File: src/inc/mdr_pkg.sv
// Constants, timing figures and state codes for the multiplexed DRAM master
package mdr_pkg;

   // Geometry
   localparam int MDR_ROW_BITS = 8;
   localparam int MDR_ADDR_BITS = 16;
   localparam int MDR_ROWS = 256;
   localparam int MDR_CNT_BITS = 12;

   // Clock period at 200 MHz
   localparam int CLK_PERIOD_NS = 5;

   // Device timing figures in ns
   localparam int COLUMN_ACCESS_TIME_NS = 70;
   localparam int ROW_ACCESS_TIME_NS = 120;
   localparam int OUTPUT_FLOAT_DELAY_NS = 40;
   localparam int PAGE_CYCLE_MIN_NS = 130;
   localparam int ROW_STROBE_LOW_MIN_NS = 120;
   localparam int ROW_STROBE_LOW_MAX_NS = 10000;
   localparam int ROW_PRECHARGE_WIDTH_NS = 80;
   localparam int COLUMN_STROBE_LOW_MIN_NS = 70;
   localparam int COLUMN_STROBE_LOW_MAX_NS = 10000;
   localparam int COLUMN_PRECHARGE_WIDTH_NS = 50;
   localparam int ROW_TO_COLUMN_MIN_NS = 15;
   localparam int ROW_TO_COLUMN_MAX_NS = 50;
   localparam int COLUMN_LOW_TO_ROW_HIGH_NS = 70;
   localparam int COLUMN_HOLD_AFTER_ROW_NS = 150;
   localparam int REFRESH_PERIOD_NS = 4000000;

   // Cycle counts: least times round up, longest round down
   localparam logic [11:0] CAC_CYC = 12'((COLUMN_ACCESS_TIME_NS
      + CLK_PERIOD_NS - 1) / CLK_PERIOD_NS);
   localparam logic [11:0] RAS_MIN_CYC = 12'((ROW_STROBE_LOW_MIN_NS
      + CLK_PERIOD_NS - 1) / CLK_PERIOD_NS);
   localparam logic [11:0] RAS_MAX_CYC = 12'(ROW_STROBE_LOW_MAX_NS
      / CLK_PERIOD_NS);
   localparam logic [11:0] RP_CYC = 12'((ROW_PRECHARGE_WIDTH_NS
      + CLK_PERIOD_NS - 1) / CLK_PERIOD_NS);
   localparam logic [11:0] CAS_MIN_CYC = 12'((COLUMN_STROBE_LOW_MIN_NS
      + CLK_PERIOD_NS - 1) / CLK_PERIOD_NS);
   localparam logic [11:0] CP_CYC = 12'((COLUMN_PRECHARGE_WIDTH_NS
      + CLK_PERIOD_NS - 1) / CLK_PERIOD_NS);
   localparam logic [11:0] PC_CYC = 12'((PAGE_CYCLE_MIN_NS
      + CLK_PERIOD_NS - 1) / CLK_PERIOD_NS);
   localparam logic [11:0] RCD_MIN_CYC = 12'((ROW_TO_COLUMN_MIN_NS
      + CLK_PERIOD_NS - 1) / CLK_PERIOD_NS);
   localparam logic [11:0] RCD_MAX_CYC = 12'(ROW_TO_COLUMN_MAX_NS
      / CLK_PERIOD_NS);
   localparam logic [11:0] RSH_CYC = 12'((COLUMN_LOW_TO_ROW_HIGH_NS
      + CLK_PERIOD_NS - 1) / CLK_PERIOD_NS);
   localparam logic [11:0] CSH_CYC = 12'((COLUMN_HOLD_AFTER_ROW_NS
      + CLK_PERIOD_NS - 1) / CLK_PERIOD_NS);
   localparam logic [11:0] RAC_CYC = 12'((ROW_ACCESS_TIME_NS
      + CLK_PERIOD_NS - 1) / CLK_PERIOD_NS);
   localparam int REFRESH_PERIOD_CYC = REFRESH_PERIOD_NS / CLK_PERIOD_NS;

   // Column strobe high time in page mode, covering both limits
   localparam logic [11:0] PAGE_GAP_CYC = (PC_CYC - CAS_MIN_CYC > CP_CYC) ?
      PC_CYC - CAS_MIN_CYC : CP_CYC;
   // Room kept under the row strobe maximum for one more page access
   localparam logic [11:0] PAGE_ROOM_CYC = 12'h0040;

   // Controller states, one-hot
   typedef enum logic [7:0] {
      ST_IDLE = 8'h01,
      ST_ROW_SET = 8'h02,
      ST_RCD = 8'h04,
      ST_COL_SET = 8'h08,
      ST_CAS_LOW = 8'h10,
      ST_PAGE_WAIT = 8'h20,
      ST_RAS_HOLD = 8'h40,
      ST_PRE = 8'h80
   } mdr_state_t;

endpackage : mdr_pkg

File: src/inc/mdr_tmr_if.sv
// Load and done handshake between the controller and its delay timer
`timescale 1ns/10ps
interface mdr_tmr_if;
   logic load;
   logic [11:0] value;
   logic done;

   // Side that starts a delay
   modport owner (output load, output value, input done);
   // Side that counts it down
   modport timer (input load, input value, output done);
endinterface : mdr_tmr_if

File: src/logic/mdr_timer.sv
// Down counter that times the controller's strobe phases
`timescale 1ns/10ps
module mdr_timer
   import mdr_pkg::*;
(
   // Clock and reset
   input wire logic clk,
   input wire logic reset,
   // Load and done
   mdr_tmr_if.timer t
);

   logic [11:0] cnt_q;
   logic [11:0] cnt_d;

   // Reload on request, else count to zero and stay
   assign cnt_d = t.load ? t.value :
                  (cnt_q != 12'h000) ? cnt_q - 12'h001 : 12'h000;
   assign t.done = (cnt_q == 12'h000);

   // Count register
   always_ff @(posedge clk) begin
      if (reset) begin
         cnt_q <= 12'h000;
      end else begin
         cnt_q <= cnt_d;
      end
   end
endmodule : mdr_timer

File: src/logic/mdr_ctrl.sv
// Master for a 64K x 1 multiplexed-address DRAM with refresh and page mode
`timescale 1ns/10ps
module mdr_ctrl
   import mdr_pkg::*;
#(
   parameter int REFRESH_CYCLES = REFRESH_PERIOD_CYC
)(
   // Clock and reset
   input wire logic clk,
   input wire logic reset,
   // Access requests
   input wire logic req_valid,
   output logic req_ready,
   input wire logic req_write,
   input wire logic [MDR_ADDR_BITS-1:0] req_addr,
   input wire logic req_wdata,
   // Access completion
   output logic rsp_valid,
   output logic rsp_rdata,
   // Memory pins
   output logic [MDR_ROW_BITS-1:0] mux_addr_bus,
   output logic row_strobe_n,
   output logic col_strobe_n,
   output logic write_sel_n,
   output logic data_out,
   output logic data_oe,
   input wire logic data_in
);

   localparam int REF_INTERVAL = REFRESH_CYCLES / MDR_ROWS;
   localparam int RW = $clog2(REF_INTERVAL + 1);
   localparam logic [RW-1:0] REF_LAST = RW'(REF_INTERVAL - 1);

   mdr_state_t state_q, state_d;
   logic [7:0] addr_q, addr_d, row_q, col_q, ref_row_q;
   logic ras_n_q, ras_n_d, cas_n_q, cas_n_d, we_n_q, we_n_d;
   logic dout_q, dout_d, doe_q, doe_d, ready_q, ready_d;
   logic rsp_q, rsp_d, rdata_q, rdata_d, wr_q, wdat_q, ref_q;
   logic ref_pend_q, ref_start, take;
   logic [RW-1:0] ref_cnt_q;
   logic [11:0] ras_cnt_q, cas_cnt_q, ras_hi_q, cas_hi_q;
   wire ref_tick = (ref_cnt_q == REF_LAST);
   wire row_hit = (req_addr[15:8] == row_q);
   wire csh_met = (ras_cnt_q >= CSH_CYC);
   wire ras_min_met = (ras_cnt_q >= RAS_MIN_CYC);
   wire page_room = (ras_cnt_q < RAS_MAX_CYC - PAGE_ROOM_CYC);
   wire page_ok = req_valid & row_hit & ~ref_pend_q & page_room;

   mdr_tmr_if tif ();

   mdr_timer u_timer (
      .clk(clk),
      .reset(reset),
      .t(tif.timer)
   );

   // Request handshake and outputs
   assign take = ready_q & req_valid;
   assign req_ready = ready_q;
   assign rsp_valid = rsp_q;
   assign rsp_rdata = rdata_q;
   assign mux_addr_bus = addr_q;
   assign row_strobe_n = ras_n_q;
   assign col_strobe_n = cas_n_q;
   assign write_sel_n = we_n_q;
   assign data_out = dout_q;
   assign data_oe = doe_q;
   assign ready_d = (state_d == ST_IDLE && !ref_pend_q) ||
                    (state_q == ST_PAGE_WAIT && tif.done && page_ok &&
                     !ready_q);

   // Strobe sequencing
   always_comb begin
      state_d = state_q;
      addr_d = addr_q;
      ras_n_d = ras_n_q;
      cas_n_d = cas_n_q;
      we_n_d = we_n_q;
      dout_d = dout_q;
      doe_d = doe_q;
      rsp_d = 1'b0;
      rdata_d = rdata_q;
      ref_start = 1'b0;
      tif.load = 1'b0;
      tif.value = 12'h000;
      case (state_q)
         ST_IDLE: begin
            if (take) begin
               addr_d = req_addr[15:8];
               state_d = ST_ROW_SET;
            end else if (ref_pend_q) begin
               ref_start = 1'b1;
               addr_d = ref_row_q;
               state_d = ST_ROW_SET;
            end
         end
         ST_ROW_SET: begin
            ras_n_d = 1'b0;
            tif.load = 1'b1;
            tif.value = RCD_MIN_CYC;
            state_d = ST_RCD;
         end
         ST_RCD: begin
            if (tif.done && ref_q) begin
               state_d = ST_RAS_HOLD;
            end else if (tif.done) begin
               addr_d = col_q;
               we_n_d = ~wr_q;
               doe_d = wr_q;
               dout_d = wdat_q;
               state_d = ST_COL_SET;
            end
         end
         ST_COL_SET: begin
            cas_n_d = 1'b0;
            tif.load = 1'b1;
            tif.value = CAS_MIN_CYC;
            state_d = ST_CAS_LOW;
         end
         ST_CAS_LOW: begin
            if (tif.done && csh_met) begin
               cas_n_d = 1'b1;
               we_n_d = 1'b1;
               doe_d = 1'b0;
               rsp_d = 1'b1;
               rdata_d = wr_q ? wdat_q : data_in;
               tif.load = 1'b1;
               tif.value = PAGE_GAP_CYC;
               state_d = ST_PAGE_WAIT;
            end
         end
         ST_PAGE_WAIT: begin
            if (take) begin
               addr_d = req_addr[7:0];
               we_n_d = ~req_write;
               doe_d = req_write;
               dout_d = req_wdata;
               state_d = ST_COL_SET;
            end else if (tif.done && !page_ok && !ready_q) begin
               state_d = ST_RAS_HOLD;
            end
         end
         ST_RAS_HOLD: begin
            if (ras_min_met) begin
               ras_n_d = 1'b1;
               tif.load = 1'b1;
               tif.value = RP_CYC;
               state_d = ST_PRE;
            end
         end
         ST_PRE: begin
            if (tif.done) begin
               state_d = ST_IDLE;
            end
         end
         default: begin
            state_d = ST_IDLE;
         end
      endcase
   end

   // State and pin registers
   always_ff @(posedge clk) begin
      if (reset) begin
         state_q <= ST_IDLE;
         addr_q <= 8'h00;
         ras_n_q <= 1'b1;
         cas_n_q <= 1'b1;
         we_n_q <= 1'b1;
         dout_q <= 1'b0;
         doe_q <= 1'b0;
         ready_q <= 1'b0;
         rsp_q <= 1'b0;
         rdata_q <= 1'b0;
      end else begin
         state_q <= state_d;
         addr_q <= addr_d;
         ras_n_q <= ras_n_d;
         cas_n_q <= cas_n_d;
         we_n_q <= we_n_d;
         dout_q <= dout_d;
         doe_q <= doe_d;
         ready_q <= ready_d;
         rsp_q <= rsp_d;
         rdata_q <= rdata_d;
      end
   end

   // Accepted request fields
   always_ff @(posedge clk) begin
      if (reset) begin
         row_q <= 8'h00;
         col_q <= 8'h00;
         wr_q <= 1'b0;
         wdat_q <= 1'b0;
         ref_q <= 1'b0;
      end else begin
         if (take) begin
            row_q <= req_addr[15:8];
            col_q <= req_addr[7:0];
            wr_q <= req_write;
            wdat_q <= req_wdata;
         end
         ref_q <= ref_start | (ref_q & ~take);
      end
   end

   // Refresh pacing, one row per interval; a tick beats a start
   always_ff @(posedge clk) begin
      if (reset) begin
         ref_cnt_q <= '0;
         ref_pend_q <= 1'b0;
         ref_row_q <= 8'h00;
      end else begin
         ref_cnt_q <= ref_tick ? '0 : ref_cnt_q + RW'(1);
         ref_pend_q <= ref_tick | (ref_pend_q & ~ref_start);
         ref_row_q <= ref_start ? ref_row_q + 8'h01 : ref_row_q;
      end
   end

   // Strobe low and high durations, saturating
   always_ff @(posedge clk) begin
      if (reset) begin
         ras_cnt_q <= 12'h000;
         cas_cnt_q <= 12'h000;
         ras_hi_q <= 12'hFFF; // No activation before reset: long idle
         cas_hi_q <= 12'hFFF; // Same for the column strobe
      end else begin
         ras_cnt_q <= ras_n_q ? 12'h000 : ras_cnt_q + {11'h000, ~&ras_cnt_q};
         cas_cnt_q <= cas_n_q ? 12'h000 : cas_cnt_q + {11'h000, ~&cas_cnt_q};
         ras_hi_q <= !ras_n_q ? 12'h000 : ras_hi_q + {11'h000, ~&ras_hi_q};
         cas_hi_q <= !cas_n_q ? 12'h000 : cas_hi_q + {11'h000, ~&cas_hi_q};
      end
   end
endmodule : mdr_ctrl

File: config.mk
export PLATFORM = sky130hd
export DESIGN_NAME = mdr_ctrl
export DESIGN_NICKNAME = d
export VERILOG_FILES = /design/src/inc/mdr_pkg.sv /design/src/inc/mdr_tmr_if.sv /design/src/logic/mdr_timer.sv /design/src/logic/mdr_ctrl.sv
export SDC_FILE = /design/constraint.sdc
export NUM_CORES = 1
export LEC_CHECK = 0
export ABC_AREA = 1
export BUFFER_PORTS_ARGS = -buffer_cell sky130_fd_sc_hd__buf_2
export CAP_MARGIN = 20
export CELL_PAD_IN_SITES_DETAIL_PLACEMENT = 0
export CELL_PAD_IN_SITES_GLOBAL_PLACEMENT = 1
export CORE_ASPECT_RATIO = 0.7
export CORE_UTILIZATION = 44
export CTS_CLUSTER_DIAMETER = 100
export DETAILED_ROUTE_END_ITERATION = 10
export PLACE_DENSITY_LB_ADDON = 0.1
export SKIP_LAST_GASP = 1
export SLEW_MARGIN = 10
export SYNTH_ARGS = -nofsm -noshare
export SYNTH_HDL_FRONTEND = slang
export SYNTH_HIERARCHICAL = 1
export SYNTH_SLANG_ARGS = --single-unit
File: constraint.sdc
create_clock -name clk -period 5.7 [get_ports clk]
set_clock_uncertainty 0.1 [all_clocks]
set_input_delay 1.425 -clock clk [delete_from_list [all_inputs] [get_ports clk]]
set_output_delay 1.425 -clock clk [all_outputs]
set_load 0.01 [all_outputs]
==> qor.yml, run 1 <==
synth:
  synth_edf_count: 0
  post-synth-top-count-cell: "nand2_1"
  synth.largest_area_cell: "dfxtp_1"
  synth-async-reset-ratio_pct: 0
  avgSynthCellArea_um2: 6.85
  synth_common_cells: "nand2_1 (157), nor2_1 (104), dfxtp_1 (88)"
  yosysWarnings: 6
  yosys_register_bits: 88
  yosys.area.top_type_share_pct: 38.7
  synth-compound-area-share_pct: 12.0
  synth_top_family_by_area: "simple AND/OR/NAND/NOR gates"
  synth_seq_area_share_pct: 38.7
  yosys-top-cells-area: "dfxtp_1 (39%), nand2_1 (13%), nor2_1 (8.6%)"
  synth_xor_area_share_pct: 2.11
  synth_cell_type_count: 40
  synth-simple-area-share_pct: 36.6
  synth-adder-area-share_pct: 1.92
  netlist_instances: 665
  ys.flop_type: "dfxtp_1"
  netlist_area_um2: 4560
  synth_mux_area_share_pct: 0
power:
  switching_share_pct: 37.0
  power.internal_mw: 1.38
  p_switching_mw: 0.810
  p_comb_share_pct: 34.7
  p_seq_share_pct: 36.3
  clockPowerShare_pct: 29.0
  p_total_mw: 2.19
  max-vdd-ir-drop_mv: 0.158
  p_per_area_nw_per_um2: 426
  leakage_nw: 2.16
hold_path:
  worstHoldPathType: "reg2reg"
  hold_path_depth: 2
sta:
  finalHoldViolations: 0
  maxSlewViolCount: 0
  fmax_mhz: 293
  timing.final.crit_share_pct: 59.8
  slew_headroom_pct: 36.6
  period_needed_ns: 3.41
  setup_viol: 0
  fin_hold_ws_ns: 0.355
  worstMarginPinSlew_ns: 0.949
  fin_ws_ns: 2.29
  tns_ns: 0
  rsz0062_at_grt: "false"
placement:
  post-place-ws_ns: 1.96
  hpwlAfterDp_um: 7740
  gp_congestion: 0.800
  portBuffers: 37
  dpl.cell_count: 819
setup_path:
  cp-end-kind: "register"
  cp_slowest_stage_delay_ns: 0.62
  crit_chain: "buf_2 -> nand2_2 -> clkinv_1 -> nor2_1 -> nand3_1 -> nor3_1 -> nand3_1 -> nand2_1 -> nor2_1"
  crit_path_start_kind: "primary input"
  path_depth: 9
  cp.buffers_inverters: 2
  crit_family: "simple AND/OR/NAND/NOR gates"
  crit_path_top_delay_cell: "clkinv_1"
  crit_arrival_ns: 3.55
  path_class: "in2reg"
  worstPathRequired_ns: 5.84
  r2r_cells: 13
  crit_fanout: 35
finish:
  finalNonFillerCells: 835
  antenna_cells: 0
  fillerInstances: 1024
  finalNetCount: 731
  drive_gt1_share_pct: 15.0
  area_growth_pct: 12.9
global_route:
  grt_max_degree: 38
  busiest_layer: "met1"
  grt_pass1_wl_um: 17700
  grt_usage_pct: 21.4
  grt_pass1_vias: 3640
  gr-usage-met3_pct: 5.17
  overflow: 0
  gr-usage-met2_pct: 30.6
  grt_antenna_before_repair: 0
  grtUsageMet1_pct: 31.9
floorplan:
  die_height_um: 87.1
  dieArea_um2: 10800
  coreArea_um2: 9870
  start_util_pct: 46.1
  die_w_um: 124
  placementRows: 30
  ioPinCount: 38
detailed_routing:
  via_per_inst: 4.93
  drt_wl_total_um: 10600
  wl_per_cell_um: 12.7
  vias: 4113
  first_pass_iters: 5
  ant_nets: 0
  drt_iter0_markers: 239
  drcViolationCount: 0
clocking:
  clock_latency_ns: 0.34
  cts_tree: "done"
  cts.sinks: 88
  hold_buffers: 0
  ctsResizeCount: 0
  clk_pin_slew_ns: 0.07
  cts.htree.levels: 3
  postCtsSetupBuffers: 0
  cts_buffers: 9
  root_buffer: "clkbuf_16"
  cts_buffer_depth: 2
run:
  maxCapViolations: 0
outcome:
  status: "finished, final reports clean"
==> path summary, 6_finish.rpt <==
kind                                                  start                          end  slack (ns)
worst max register to register  u_timer/cnt_q[0]$_SDFF_PP0_  u_timer/cnt_q[2]$_SDFF_PP0_        2.70
worst max-delay path                              req_valid    ref_row_q[5]$_SDFFE_PP0P_        2.29
worst min-delay path                  data_out$_SDFFE_PP0P_        data_out$_SDFFE_PP0P_        0.35
worst min register to register        data_out$_SDFFE_PP0P_        data_out$_SDFFE_PP0P_        0.35
==> tightest hold or removal path: cells and delay by family (launching register included) <==
family	cells	cell delay, ns
compound gates	1	0.05
buf+inv	1	0.05
flops	1	0.31
==> cell type report <==
cell class                 count  area (µm²)  area share, %
clock buffer                   9         225           4.38
clock inverter                 7        95.1           1.85
inverter                      75         282           5.48
multi-input combinational    490        2420           47.2
sequential                    88        1760           34.3
tap                          128         160           3.12
timing repair buffer          38         193           3.75
==> routing by layer <==
| metal | share of wire (%) | vias up | wire, µm |
|---|---|---|---|
| li1 | - | 2195 | - |
| met1 | 54 | 1824 | 5700 |
| met2 | 41 | 86 | 4320 |
| met3 | 4.9 | 8 | 520 |
| met4 | 0.75 | 0 | 80 |
| met5 | 0 | - | 0 |
==> cell usage in the layout (no fill, tap or decap), types with 4 or more instances in the layout <==
cell | netlist | routed
a21oi_1 | 47 | 47
a21oi_2 | 9 | 9
buf_2 | 2 | 37
clkbuf_16 | 0 | 9
conb_1 | 1 | 7
dfxtp_1 | 88 | 88
ha_1 | 7 | 7
inv_1 | 70 | 70
inv_2 | 4 | 4
nand2_1 | 157 | 157
nand2_2 | 12 | 12
nand3_1 | 44 | 44
nand3_2 | 9 | 9
nand4_1 | 12 | 12
nor2_1 | 104 | 104
nor2_2 | 6 | 6
nor2_4 | 5 | 5
nor3_1 | 10 | 10
o21ai_0 | 25 | 25
xnor2_1 | 8 | 8
==> registers in the layout, summed over array words and instances, names as in the netlist, 8 cells and up <==
name	flops
col_q	8
row_q	8
ref_row_q	8
u_timer/cnt_q	12
ras_cnt_q	12
ref_cnt_q	12
state_q	8
mux_addr_bus	8
==> power groups by stage <==
stage / clock network (mW) / registers [mW] / logic (mW)
6_report: 0.635 / 0.794 / 0.759
5_1_grt: 0.673 / 0.809 / 0.862
4_1_cts: 0.648 / 0.795 / 0.758
3_5_place_dp: 0 / 0.808 / 0.754
3_3_place_gp: 0 / 0.805 / 0.743
2_1_floorplan: 0 / 0.808 / 0.619
==> metrics by stage <==
stage | utilization [%] | area (µm²)
2_1_floorplan | - | 4580
3_3_place_gp | 48.8 | 4820
3_5_place_dp | 48.8 | 4820
4_1_cts | 52.1 | 5140
5_1_grt | 52.1 | 5140
6_report | 52.1 | 5140
==> cells by family (layout without fill, tap and decap cells) <==
kind of cell,count (synthesis),count (layout)
other,1,7
XOR/XNOR,11,11
buffers and inverters,93,129
AND/OR/NAND/NOR,369,369
adder cells (fa/ha/maj),7,7
AO/OA/AOI/OAI,96,96
flip-flops,88,88
Note: power is estimated with default switching activity, not from simulation.
==> inputs of run 2 (changes only) <==
CORE_UTILIZATION = 43   (was 44)
clock period = 3.2 ns   (was 5.7 ns; I/O delays follow)
==> qor.yml, run 2 (synthesis results as in run 1) <==
outcome:
  status: "complete, but fails checks"
  violations: "design-rule violations"
setup_path:
  cp-end-kind: "register"
  path_depth: 13
  critPathMostFrequentCell: "nand2_1"
  worstPathRequired_ns: 3.34
  path_class: "reg2reg"
  rrSetupSlack_ns: 0.77
  crit_chain: "inv_2 -> ha_1 -> inv_1 -> nor2_1 -> nand2_1 -> nor3_1 -> inv_1 -> nand3_1 -> nand3_2 -> nor2_4 -> nand2_1 -> nand2_1 -> nor2_1"
  cp.buffers_inverters: 3
  cp_slowest_stage_delay_ns: 0.36
  crit_arrival_ns: 2.57
  crit_fanout: 16
  crit_path_start_kind: "register"
  r2r_cells: 13
  crit_family: "simple AND/OR/NAND/NOR gates"
  crit_path_top_delay_cell: "nor2_4"
finish:
  fillerInstances: 1083
  final_cell_mix: "nand2_1 (157), nor2_1 (104), dfxtp_1 (88), inv_1 (70), a21oi_1 (47)"
  antenna_cells: 0
  reg.largest.list: "ras_cnt_q x12, ref_cnt_q x12, u_timer/cnt_q x12"
  drive_gt1_share_pct: 15.2
  area_growth_pct: 12.5
  multi_input_area_um2: 2420
  seq_area_um2: 1760
  layout_commonest_cell: "nand2_1"
  finalNetCount: 736
detailed_routing:
  wl_per_cell_um: 12.9
  ant_nets: 0
  first_pass_iters: 10
  drt_wl_total_um: 10900
  drt_iter0_markers: 283
  via_per_inst: 4.95
  vias: 4172
  drcViolationCount: 4
sta:
  rsz0062_at_grt: "false"
  timing.final.crit_share_pct: 76.0
  worstMarginPinSlew_ns: 0.635
  tns_ns: 0
  period_needed_ns: 2.43
  finalHoldViolations: 0
  setup_viol: 0
  slew_headroom_pct: 57.5
  fmax_mhz: 411
  maxSlewViolCount: 0
global_route:
  grt_antenna_before_repair: 0
  grt_usage_pct: 21.1
  grt_max_degree: 31
  grt_pass1_wl_um: 18200
  grt_pass1_vias: 3703
  overflow: 0
placement:
  hpwlAfterDp_um: 8120
  gp_congestion: 0.822
  portBuffers: 37
hold_path:
  hold_path_depth: 2
  worstHoldPathType: "reg2reg"
power:
  switching_share_pct: 38.0
  p_seq_share_pct: 37.9
  leakage_nw: 2.15
  p_total_mw: 3.74
  p_comb_share_pct: 36.6
  p_per_area_nw_per_um2: 730
  p_switching_mw: 1.42
  clockPowerShare_pct: 25.5
  power.internal_mw: 2.32
  max-vdd-ir-drop_mv: 0.272
clocking:
  cts.sinks: 88
  clk_pin_slew_ns: 0.06
  postCtsSetupBuffers: 0
  clock_latency_ns: 0.34
  cts_tree: "done"
  cts_buffer_depth: 2
  ctsResizeCount: 0
  hold_buffers: 0
  cts.htree.levels: 3
  cts_buffers: 9
  root_buffer: "clkbuf_16"
floorplan:
  ioPinCount: 38
  start_util_pct: 44.2
  die_w_um: 125
  die_height_um: 88.1
  dieArea_um2: 11000
  coreArea_um2: 10300
  placementRows: 31
run:
  maxCapViolations: 0
==> run 2: changes by cell type in the layout (fill, tap and decap cells not counted) <==
cell	previous run	this run
buf_4	1	6
clkbuf_1	0	1
clkinvlp_4	1	2
clkinv_4	1	0
clkinv_2	2	1
inv_6	1	0
bufinv_16	2	0
clkbuf_8	0	1
==> run 2: metrics by stage <==
stage | std cells | area, µm² | util, % | hold WS [ns] | worst slack, ns
final | 842 | 5130 | 49.7 | 0.339 | 0.767
after detailed placement | 828 | 4860 | 47.1 | 0.334 | 0.801
after CTS | 842 | 5130 | 49.7 | 0.344 | 0.773
after global routing | 842 | 5130 | 49.7 | 0.369 | 0.498
after floorplan | 671 | 4580 | - | 0.325 | 1.14
after global placement | 828 | 4860 | 47.1 | 0.331 | 0.834
==> run 2: final timing paths <==
path,start,to
max reg2reg,u_timer/cnt_q[0]$_SDFF_PP0_,mux_addr_bus[0]$_SDFFE_PP0P_
min reg2reg,data_out$_SDFFE_PP0P_,data_out$_SDFFE_PP0P_
min,data_out$_SDFFE_PP0P_,data_out$_SDFFE_PP0P_
max,u_timer/cnt_q[0]$_SDFF_PP0_,mux_addr_bus[0]$_SDFFE_PP0P_
==> run 2: area by class of cell <==
cell class | count | area share, %
multi-input combinational | 490 | 47.3
sequential | 88 | 34.4
inverter | 75 | 5.49
clock buffer | 11 | 4.74
timing repair buffer | 43 | 4.49
tap | 132 | 3.22
clock inverter | 3 | 0.391
==> run 2: metal layers <==
metal  routed length [µm]  GRT usage [%]
met3                  586           4.52
met4                  101           5.99
met5                    0              0
met2                 4280           30.9
met1                 5910           31.1
==> run 2: worst register-to-register path: stages (launching register included) <==
cell and delay [ns]:
dfxtp_1 0.30, inv_2 0.10, ha_1 0.16, inv_1 0.04, nor2_1 0.13, nand2_1 0.06, nor3_1 0.34, inv_1 0.17
nand3_1 0.19, nand3_2 0.16, nor2_4 0.36, nand2_1 0.10, nand2_1 0.08, nor2_1 0.04
==> run 2: power groups by stage <==
| stage | Combinational (mW) | Clock [mW] | Sequential [mW] |
|---|---|---|---|
| after floorplan | 1.10 | 0 | 1.44 |
| after global placement | 1.35 | 0 | 1.43 |
| after detailed placement | 1.37 | 0 | 1.44 |
| after CTS | 1.38 | 0.991 | 1.42 |
| after global routing | 1.56 | 1.04 | 1.45 |
| final | 1.37 | 0.956 | 1.42 |
==> inputs of run 3 (changes only) <==
ABC_AREA = 0   (was 1)
CORE_UTILIZATION = 44   (was 43)
clock period = 2.5 ns   (was 3.2 ns; I/O delays follow)
==> qor.yml, run 3 <==
global_route:
  grt_antenna_before_repair: 0
  grt_pass1_wl_um: 16600
  grtUsageMet1_pct: 33.8
  overflow: 0
  gr-usage-met3_pct: 4.84
  grt_max_degree: 31
  gr-usage-met2_pct: 26.5
  grt_pass1_vias: 3196
  grt_usage_pct: 20.8
  busiest_layer: "met1"
detailed_routing:
  drt_wl_total_um: 10200
  first_pass_iters: 5
  via_per_inst: 5.32
  drcViolationCount: 0
  vias: 3647
  ant_nets: 0
  wl_per_cell_um: 14.8
  drt_iter0_markers: 276
placement:
  dpl-instance-area_um2: 4750
  portBuffers: 37
  dpl.cell_count: 669
  hpwlAfterDp_um: 7320
  post-place-ws_ns: 0.101
  gp_congestion: 0.800
power:
  p_per_area_nw_per_um2: 795
  max-vdd-ir-drop_mv: 0.380
  p_total_mw: 4.03
  leakage_nw: 1.96
setup_path:
  r2r_cells: 8
  crit_fanout: 11
  crit_family: "simple AND/OR/NAND/NOR gates"
  critPathMostFrequentCell: "or3_4"
  path_class: "reg2reg"
  crit_arrival_ns: 2.53
  worstPathRequired_ns: 2.68
  cp.buffers_inverters: 1
  crit_chain: "or4_4 -> or3_4 -> nor3b_4 -> or3_4 -> nor2b_1 -> buf_12 -> nand2_1 -> o21ai_2"
  crit_path_start_kind: "register"
  path_depth: 8
  crit_path_top_delay_cell: "or4_4"
  rrSetupSlack_ns: 0.15
  cp-end-kind: "register"
  cp_slowest_stage_delay_ns: 0.57
floorplan:
  dieArea_um2: 10200
  coreArea_um2: 9290
  die_height_um: 84.8
  placementRows: 29
  ioPinCount: 38
  start_util_pct: 46.4
  die_w_um: 120
sta:
  timing.final.crit_share_pct: 94.1
  slew_headroom_pct: 52.9
  setup_viol: 0
  rsz0062_at_grt: "true"
  fin_ws_ns: 0.148
  period_needed_ns: 2.35
  worstMarginPinSlew_ns: 0.705
  maxSlewViolCount: 0
  finalHoldViolations: 0
  fmax_mhz: 425
synth:
  synth_common_cells: "dfxtp_1 (88), nand2_1 (75), nor2_1 (51)"
  netlist_area_um2: 4310
  yosys_register_bits: 88
  yosys-top-cells-area: "dfxtp_1 (41%), nand2_1 (6.5%), a21oi_1 (5.2%)"
  ys.flop_type: "dfxtp_1"
  netlist_instances: 505
  synth_cell_type_count: 64
  synth.largest_area_cell: "dfxtp_1"
  synth_edf_count: 0
  avgSynthCellArea_um2: 8.54
  post-synth-top-count-cell: "dfxtp_1"
  synth_seq_area_share_pct: 40.8
  synth-async-reset-ratio_pct: 0
  yosysWarnings: 6
  yosys.area.top_type_share_pct: 40.8
clocking:
  cts_buffers: 9
  postCtsSetupBuffers: 0
  cts_tree: "done"
  cts_buffer_depth: 2
  hold_buffers: 0
  root_buffer: "clkbuf_16"
  cts.htree.levels: 3
  ctsResizeCount: 0
  cts.sinks: 88
  clk_pin_slew_ns: 0.06
  clock_latency_ns: 0.34
finish:
  finalNetCount: 585
  final_util_pct: 54.6
  fin_area_um2: 5070
  finalNonFillerCells: 685
  antenna_cells: 0
  layout_commonest_cell: "dfxtp_1"
  area_growth_pct: 17.6
  reg.largest.list: "ras_cnt_q x12, ref_cnt_q x12, u_timer/cnt_q x12"
  final_cell_mix: "dfxtp_1 (87), nand2_1 (75), nor2_1 (51), a21oi_1 (45), buf_2 (37)"
  drive_gt1_share_pct: 19.1
hold_path:
  worstHoldPathType: "reg2reg"
  hold_path_depth: 1
run:
  maxCapViolations: 0
outcome:
  status: "finished, final reports clean"
==> run 3: final timing paths <==
kind | startpoint | to
worst max-delay path | state_q[2]$_SDFF_PP0_ | u_timer/cnt_q[4]$_SDFF_PP0_
worst min-delay path | u_timer/cnt_q[0]$_SDFF_PP0_ | u_timer/cnt_q[0]$_SDFF_PP0_
worst max register to register | state_q[2]$_SDFF_PP0_ | u_timer/cnt_q[4]$_SDFF_PP0_
worst min register to register | u_timer/cnt_q[0]$_SDFF_PP0_ | u_timer/cnt_q[0]$_SDFF_PP0_
==> run 3: cell families after synthesis <==
kind of cell,synth area share [%]
AOI/OAI and AO/OA,15.9
xor gates and xnor gates,9.14
adders and majority gates,2.03
buffers and inverters,4.32
DFF,40.8
muxes,0.957
other,0.0869
and+or+nand+nor,26.7
==> run 3: layout make-up <==
| class | instances | area (µm²) |
|---|---|---|
| fillers | 913 | 4220 |
| multi-input cells | 383 | 2400 |
| flip-flops and latches | 88 | 1760 |
| repair buffers | 60 | 383 |
| clock buffers | 10 | 239 |
| well taps | 124 | 155 |
| clock inverters | 6 | 82.6 |
| inverters | 14 | 52.6 |
==> run 3: where the power goes <==
group	total, mW	leakage [nW]	internal [mW]	switching [mW]
logic	0.929	1.09	0.415	0.514
clock network	1.45	0.158	0.897	0.556
registers	1.65	0.715	1.54	0.115
==> run 3: through the flow <==
stage | TNS (ns) | hold slack, ns
2_1_floorplan | 0 | 0.325
3_3_place_gp | 0 | 0.338
3_5_place_dp | 0 | 0.345
4_1_cts | 0 | 0.353
5_1_grt | -0.0111 | 0.381
6_report | 0 | 0.353
==> run 3: metal layers <==
metal  part of all wire, %  up-vias  wire (µm)
met5                     0        -          0
met2                    38       65       3840
met3                   3.8        8        389
li1                      -     1871          -
met4                  0.93        0         95
met1                    58     1703       5850
